### config.mk
export PLATFORM = sky130hd
export DESIGN_NAME = dcs_sequencer
export DESIGN_NICKNAME = d
export VERILOG_FILES = /design/src/rtl/dcs_chan.v /design/src/rtl/dcs_sequencer.v
export VERILOG_INCLUDE_DIRS = /design/src /design/src/rtl
export SDC_FILE = /design/constraint.sdc
export NUM_CORES = 1
export LEC_CHECK = 0
export BUFFER_PORTS_ARGS = -buffer_cell sky130_fd_sc_hd__buf_2
export CAP_MARGIN = 20
export CORE_AREA = 5 5 132 134
export DETAILED_ROUTE_END_ITERATION = 8
export DIE_AREA = 0 0 137 139
export GPL_TIMING_DRIVEN = 0
export PLACE_DENSITY = 0.76
export SETUP_SLACK_MARGIN = 0.15
export SYNTH_ARGS = -nofsm -noshare
export SYNTH_HDL_FRONTEND = slang
export SYNTH_HIERARCHICAL = 1
export SYNTH_SLANG_ARGS = --single-unit
### constraint.sdc
create_clock -name clock -period 5.31 [get_ports clock]
set_clock_uncertainty 0.15 [all_clocks]
set_input_delay 1.062 -clock clock [delete_from_list [all_inputs] [get_ports clock]]
set_output_delay 1.062 -clock clock [all_outputs]
set_load 0.005 [all_outputs]
### src/rtl/dcs_consts.vh
`ifndef DCS_CONSTS_VH
`define DCS_CONSTS_VH
// ==========================================
// Integration timing, in oscillator cycles
`define DCS_STEP_CYCLES      918
`define DCS_STEPS_SHORT      11
`define DCS_STEPS_MEDIUM     81
`define DCS_STEPS_LONG       322
`define DCS_INT_SHORT        2'h0
`define DCS_INT_MEDIUM       2'h1
`define DCS_INT_LONG         2'h2
// ==========================================
// Result limits
`define DCS_COUNT_OFFSET     18'h00002
`define DCS_RESULT_MAX       16'hFFFF
`define DCS_ACC_CEIL         18'h10001
`define DCS_LOW_GAIN_DIV     4'hF
// ==========================================
// Bus timeout
`define DCS_CLK_MHZ          125
`define DCS_TIMEOUT_MIN_MS   25
`define DCS_TIMEOUT_MAX_MS   35
`endif

### src/rtl/dcs_chan.v
`timescale 1ns/10ps
`default_nettype none
`include "dcs_consts.vh"
// ==========================================
// One integrating channel accumulator
module dcs_chan (
   // Clock and reset
   input  wire        clock,
   input  wire        rst_n,
   input  wire        ce,
   // Control
   input  wire        clear,
   input  wire        count_slot,
   input  wire        gain_low,
   // Photocurrent quanta
   input  wire        light_pulse,
   // Result
   output reg  [15:0] result
);
   reg  [17:0] acc_r;
   reg  [3:0]  pre_r;
   reg         pend_r;
   wire        take;
   wire [17:0] net_cnt;

   // A quantum waits here until the next allowed slot; extra quanta are lost, as a real integrator clips
   assign take = count_slot & (pend_r | light_pulse);

   always @(posedge clock or negedge rst_n) begin
      if (!rst_n) begin
         acc_r  <= 18'h00000;
         pre_r  <= 4'h0;
         pend_r <= 1'b0;
      end else if (ce) begin
         if (clear) begin
            acc_r  <= 18'h00000;
            pre_r  <= 4'h0;
            pend_r <= 1'b0;
         end else begin
            if (take)
               pend_r <= 1'b0;
            else if (light_pulse)
               pend_r <= 1'b1;
            if (take) begin
               pre_r <= pre_r + 4'h1;
               // Low gain counts one quantum in sixteen
               if ((!gain_low || pre_r == `DCS_LOW_GAIN_DIV) && acc_r != `DCS_ACC_CEIL)
                  acc_r <= acc_r + 18'h00001;
            end
         end
      end
   end

   // Two-count offset, then clamp at the 16-bit ceiling
   assign net_cnt = acc_r - `DCS_COUNT_OFFSET;

   always @* begin
      if (acc_r < `DCS_COUNT_OFFSET)
         result = 16'h0000;
      else if (net_cnt > {2'h0, `DCS_RESULT_MAX})
         result = `DCS_RESULT_MAX;
      else
         result = net_cnt[15:0];
   end
endmodule
`default_nettype wire

### src/rtl/dcs_sequencer.v
`timescale 1ns/10ps
`default_nettype none
`include "dcs_consts.vh"
// Summary of operation
// - One integration lasts 11, 81 or 322 times 918 oscillator cycles for field 00, 01 or 10.
// - A channel gains at most one count per two oscillator cycles and its result is reduced by two counts.
// - Results clamp at 65535 and never wrap.
// - Low gain counts one sixteenth as much as high gain.
// - Both channels start and stop integrating on the same oscillator cycle.
// - At the end of a cycle each channel's result goes to its own data register.
// - Results are double buffered so a read in progress sees a whole old or whole new value.
// - The next integration starts by itself right after the transfer.
// - In SMBus mode a clock or data line held low for 25 to 35 ms is flagged as a timeout.
module dcs_sequencer #(
   parameter STEP_CYCLES = `DCS_STEP_CYCLES,
   parameter TIMEOUT_CYC = `DCS_TIMEOUT_MIN_MS * `DCS_CLK_MHZ * 1000
) (
   // Clock, reset, enable
   input  wire        clock,
   input  wire        rstn,
   input  wire        ce,
   // Converter front end
   input  wire        osc_tick,
   input  wire        broadband_pulse,
   input  wire        infrared_pulse,
   // Settings
   input  wire [1:0]  integ_sel,
   input  wire        gain_low,
   input  wire        smbus_mode,
   // Serial lines and read interlock
   input  wire        scl_in,
   input  wire        sda_in,
   input  wire        host_read_busy,
   // Results
   output reg  [15:0] broadband_channel_r,
   output reg  [15:0] infrared_channel_r,
   output reg         data_new_r,
   output reg         integrating_r,
   output reg         bus_timeout_r
);
   localparam ST_IDLE  = 3'h1;
   localparam ST_INTEG = 3'h2;
   localparam ST_XFER  = 3'h4;

   // ==========================================
   // Derived counts, kept 32 bits wide and sliced where used
   localparam [31:0] CYC_SHORT_W  = `DCS_STEPS_SHORT  * STEP_CYCLES;
   localparam [31:0] CYC_MEDIUM_W = `DCS_STEPS_MEDIUM * STEP_CYCLES;
   localparam [31:0] CYC_LONG_W   = `DCS_STEPS_LONG   * STEP_CYCLES;
   localparam [31:0] TMO_W        = TIMEOUT_CYC;
   localparam [31:0] TMO_LAST_W   = TIMEOUT_CYC - 1;

   reg  [2:0]  state_r;
   reg  [2:0]  state_nxt;
   reg  [1:0]  rst_sync_r;
   wire        rst_n;
   reg  [18:0] cyc_r;
   reg  [18:0] cyc_limit;
   wire [18:0] cyc_last;
   reg         phase_r;
   reg         latch_r;
   reg  [15:0] bb_shadow_r;
   reg  [15:0] ir_shadow_r;
   reg  [21:0] low_cnt_r;
   reg         line_low_r;
   wire [15:0] bb_result;
   wire [15:0] ir_result;
   wire        slot;
   wire        chan_clear;
   wire        last_tick;

   // ==========================================
   // Reset release
   // Entry is immediate, release waits two edges so it never lands near the clock
   always @(posedge clock or negedge rstn) begin
      if (!rstn)
         rst_sync_r <= 2'h0;
      else
         rst_sync_r <= {rst_sync_r[0], 1'b1};
   end
   assign rst_n = rst_sync_r[1];

   // ==========================================
   // Period length
   // Field value 11 leaves the limit at zero, which parks the sequencer
   always @* begin
      case (integ_sel)
         `DCS_INT_SHORT:  cyc_limit = CYC_SHORT_W[18:0];
         `DCS_INT_MEDIUM: cyc_limit = CYC_MEDIUM_W[18:0];
         `DCS_INT_LONG:   cyc_limit = CYC_LONG_W[18:0];
         default:         cyc_limit = 19'h00000;
      endcase
   end

   assign cyc_last   = cyc_limit - 19'h00001;
   assign last_tick  = osc_tick && (cyc_r == cyc_last);
   // One shared pacer keeps both channels on the same count slots
   assign slot       = (state_r == ST_INTEG) && osc_tick && phase_r;
   assign chan_clear = (state_r != ST_INTEG);

   // ==========================================
   // Channels
   // One pacer and one clear feed both, so neither channel can drift from the other
   dcs_chan u_broadband (
      .clock       (clock),
      .rst_n       (rst_n),
      .ce          (ce),
      .clear       (chan_clear),
      .count_slot  (slot),
      .gain_low    (gain_low),
      .light_pulse (broadband_pulse),
      .result      (bb_result)
   );

   dcs_chan u_infrared (
      .clock       (clock),
      .rst_n       (rst_n),
      .ce          (ce),
      .clear       (chan_clear),
      .count_slot  (slot),
      .gain_low    (gain_low),
      .light_pulse (infrared_pulse),
      .result      (ir_result)
   );

   // ==========================================
   // Sequencer
   always @* begin
      state_nxt = state_r;
      case (state_r)
         ST_IDLE: begin
            // Unused field value 11 parks the converter
            if (cyc_limit != 19'h00000)
               state_nxt = ST_INTEG;
         end
         ST_INTEG: begin
            if (cyc_limit == 19'h00000)
               state_nxt = ST_IDLE;
            else if (last_tick)
               state_nxt = ST_XFER;
         end
         ST_XFER: begin
            // Wait for any read in flight so the visible word never tears
            // A stalled copy also delays the next period; ticks meanwhile are not counted
            if (!host_read_busy && !latch_r)
               state_nxt = ST_INTEG;
         end
         default: state_nxt = ST_IDLE;
      endcase
   end

   always @(posedge clock or negedge rst_n) begin
      if (!rst_n) begin
         state_r       <= ST_IDLE;
         cyc_r         <= 19'h00000;
         phase_r       <= 1'b0;
         integrating_r <= 1'b0;
      end else if (ce) begin
         state_r       <= state_nxt;
         integrating_r <= (state_nxt == ST_INTEG);
         if (state_r != ST_INTEG) begin
            cyc_r   <= 19'h00000;
            phase_r <= 1'b0;
         end else if (osc_tick) begin
            cyc_r   <= cyc_r + 19'h00001;
            phase_r <= ~phase_r;
         end
      end
   end

   // ==========================================
   // Result buffers
   always @(posedge clock or negedge rst_n) begin
      if (!rst_n) begin
         latch_r             <= 1'b0;
         bb_shadow_r         <= 16'h0000;
         ir_shadow_r         <= 16'h0000;
         broadband_channel_r <= 16'h0000;
         infrared_channel_r  <= 16'h0000;
         data_new_r          <= 1'b0;
      end else if (ce) begin
         data_new_r <= 1'b0;
         // The closing slot lands on the last tick, so the shadows wait one edge to include it
         latch_r    <= (state_r == ST_INTEG) && last_tick;
         // First buffer: both channels frozen on the same edge
         if (latch_r) begin
            bb_shadow_r <= bb_result;
            ir_shadow_r <= ir_result;
         end
         // Second buffer: visible data registers, both words in one edge
         if (state_r == ST_XFER && !latch_r && !host_read_busy) begin
            broadband_channel_r <= bb_shadow_r;
            infrared_channel_r  <= ir_shadow_r;
            data_new_r          <= 1'b1;
         end
      end
   end

   // ==========================================
   // SMBus stuck-low timeout, fired at the low end of the window
   always @(posedge clock or negedge rst_n) begin
      if (!rst_n) begin
         low_cnt_r     <= 22'h000000;
         line_low_r    <= 1'b0;
         bus_timeout_r <= 1'b0;
      end else if (ce) begin
         line_low_r    <= smbus_mode && (!scl_in || !sda_in);
         bus_timeout_r <= 1'b0;
         // The counter parks at its limit so the pulse cannot repeat while the line stays low
         if (!line_low_r)
            low_cnt_r <= 22'h000000;
         else if (low_cnt_r != TMO_W[21:0]) begin
            low_cnt_r <= low_cnt_r + 22'h000001;
            if (low_cnt_r == TMO_LAST_W[21:0])
               bus_timeout_r <= 1'b1;
         end
      end
   end
endmodule
`default_nettype wire

==> reports/metrics.csv <==
metric,value,unit
slowest_stage,dfstp_2,
final_min_period_over_clock_period,0.5718,
syn-mean-instance-area,9.981,um2
filler_cell_count,1353,
die_area,19040,um2
post_cts.resized_instances,0,
synthDominantAreaCellType,dfrtp_1,
placed_cell_area,9363,um2
tritoncts,done,
htreeDepth,4,
rows,47,
report.final.setup_viol,0,
path_buf_inv,4,
ys_top_cells_by_area,"dfrtp_1 46%, mux2_2 8.2%, a21oi_1 3.3%",
globalplace.congestion,0.8380,
timing.hold.worst.class,register to async pin,
timing_worst_setup_path_type,register to register,
synth_cells,879,
combinationalPowerShare,0.117,
r2r_end,u_infrared/acc_r[12]$_DFFE_PN0P_,
firstDrtPassIters,5,
switching_share,0.2656,
clkLatencyLatePin,0.43,ns
top_cell_by_count_worst_path,inv_1,
post-synth-top-count-cell,dfrtp_1,
route.detailed.wl_per_inst,15.57,um
layout.cell_area.non_filler,9972,um2
dr.first_iter.drc_count,388,
synth-seq-area-share,0.4622,
crit_chain,"nand2b_1, nor2_1, inv_1, clkbuf_1, inv_1, and3_1, a311o_4, buf_6, or3_1, a21oi_1",
net-switching-power,780.6,uW
grt_pass1_vias,6439,
drtAntennaViolNets,0,
finalWorstPathRequiredPeriod,3.036,ns
io_pins,48,
design.final.nets,980,
number_of_antenna_violations_at_the_first_check_in_global_routing,0,
multi_input_comb_area,4379,um2
setup.worst_path.start_class,register,
critical-path-max-stage-delay,0.58,ns
clkSinkCount,162,
cp_data_required_time,5.50,ns
cts-hold-fix-buffers,0,
vdd_ir_drop_max,0.2869,mV
placedCellCount,1149,
route.vias.total,6864,
slew_viol_final,0,
synthesis.nets,911,
timing_worst_slew_pin_value,0.9906,ns
antennaDiodeCount,0,
synthToLayoutAreaGrowth,13.66,%
grt-ovfl-total,0,
cts.clk_slew.worst_paths,0.06,ns
peak_fanout_along_the_critical_path,10,
worst_setup_path_end_kind,register,
finalWirelength,18.38,mm
ff2ff_path_depth,10,
drive_above_1_share,0.2042,
synth_cell_types,69,
synth_warnings,6,
placeableCoreArea,16170,um2
run_status,"finished, final reports clean",
synth_top_cells_by_count,"161 x dfrtp_1, 76 x nand2_1, 64 x mux2_2",
clock_tree.root_cell,clkbuf_16,
clock_network_fraction_of_total_power,0.432,
total_leakage_power,4.636,nW
yosys_register_bits,162,
maxCapViolations,0,
final_cells,1180,
hpwl,12.70,mm
synth.top_cell.area_share,0.4592,
setup_repair_after_global_routing_missed_its_margin,false,
cts.repair_timing.setup_buffer_count,0,
floorplan.initialDensity,0.5425,
number_of_synthesized_flops_with_an_enable_pin,0,
drc,0,
vias_per_cell,5.817,
power_density,294.7,nW/um2
number_of_clock_buffers_inserted_by_tritoncts,17,
reg2reg_slack,2.27,ns
ys_flop_type,dfrtp_1,
port_buffers,47,
footprint_of_the_flip_flops_and_latches,4059,um2
max_freq,329.3,MHz
grt_pass1_wl,31.83,mm
postSynth.asyncResetShare,1.000,
slew-limit-headroom,0.3335,
timing_hold_violations_final,0,
internal_power,2.158,mW
grt_overall_usage,0.2047,
arrival_time_reported_for_the_critical_path_endpoint,3.23,ns
syn_area,8773,um2
grt_max_degree,46,
rr_startpoint,state_r[0]$_DFFE_PN1P_,
utilization,0.6166,
worst_path_dominant_cell_family,buffers and inverters,
power.sequential.fraction,0.451,
clock_path_buffers,2,
die_h,139,um
fp.dieW,137,um
[worst max path at each step]
stage | startpoint | to | slack [ns] | cells after the start
after floorplan | rst_sync_r[1]$_DFF_PN0_ | bb_shadow_r[0]$_DFFE_PN0P_ | 0.31 | 0
after global placement | rst_sync_r[1]$_DFF_PN0_ | infrared_channel_r[6]$_DFFE_PN0P_ | -1.55 | 0
after detailed placement | osc_tick | u_infrared/acc_r[2]$_DFFE_PN0P_ | 2.18 | 9
after CTS | state_r[0]$_DFFE_PN1P_ | u_infrared/acc_r[17]$_DFFE_PN0P_ | 2.28 | 10
after global routing | state_r[0]$_DFFE_PN1P_ | u_infrared/acc_r[13]$_DFFE_PN0P_ | 2.10 | 10
final | state_r[0]$_DFFE_PN1P_ | u_infrared/acc_r[12]$_DFFE_PN0P_ | 2.27 | 10
[registers in the layout, summed over array words and instances (netlist names), 4 cells and up]
name and flops:
infrared_channel_r 16, u_broadband/pre_r 4, u_infrared/pre_r 4, cyc_r 19, u_broadband/acc_r 18, u_infrared/acc_r 18
bb_shadow_r 16, ir_shadow_r 16, broadband_channel_r 16, low_cnt_r 22
[logic make-up after synthesis]
kind of cell / after synthesis / synth area share
compound gates: 174 / 0.1239
xor+xnor: 43 / 0.04293
fa+ha+maj: 19 / 0.02710
buf+inv: 67 / 0.03865
flops: 162 / 0.4622
mux: 67 / 0.08557
other cells: 1 / 0.0004274
simple gates: 346 / 0.2192
[area by class of cell]
cell class / count / share of cell area
Tap cell: 220 / 0.02760
Clock buffer: 20 / 0.04580
Timing Repair Buffer: 50 / 0.03112
Clock inverter: 11 / 0.01531
Buffer: 43 / 0.02497
Multi-Input combinational cell: 650 / 0.4391
Sequential cell: 162 / 0.4070
Inverter: 24 / 0.009034
[layer usage]
metal | track usage | wire length (um)
met1 | 0.2942 | 8635
met2 | 0.3137 | 8696
met3 | 0.04318 | 832
met4 | 0.05830 | 213
met5 | 0 | 0
[stage by stage]
stage                     setup TNS [ns]  total power, mW  worst slack [ns]  hold slack [ns]
final                                  0            2.939             2.274           0.1262
after global routing                   0            3.075             2.103           0.1761
after CTS                              0            2.961             2.284           0.1379
after detailed placement               0            1.689             2.184           0.1319
after global placement           -244.97            1.675            -1.550           0.1856
after floorplan                        0            1.583            0.3136           0.1812
[placed cells by master, fill, tap and decap left out, drive strengths merged, types with 27 or more instances in the layout]
cell / count
a21oi: 58
buf: 77
clkbuf: 36
dfrtp: 161
mux2: 64
nand2: 76
nand3: 48
nor2: 56
o21ai: 62
or3: 28
xnor2: 27
[power groups by stage]
stage | clock, mW | combinational, mW | sequential [mW]
global route | 1.35 | 0.386 | 1.33
floorplan | 0 | 0.235 | 1.35
finish | 1.27 | 0.342 | 1.33
global placement | 0 | 0.309 | 1.37
CTS | 1.29 | 0.345 | 1.33
detailed placement | 0 | 0.341 | 1.35
Power figures use the tool's default switching activity.
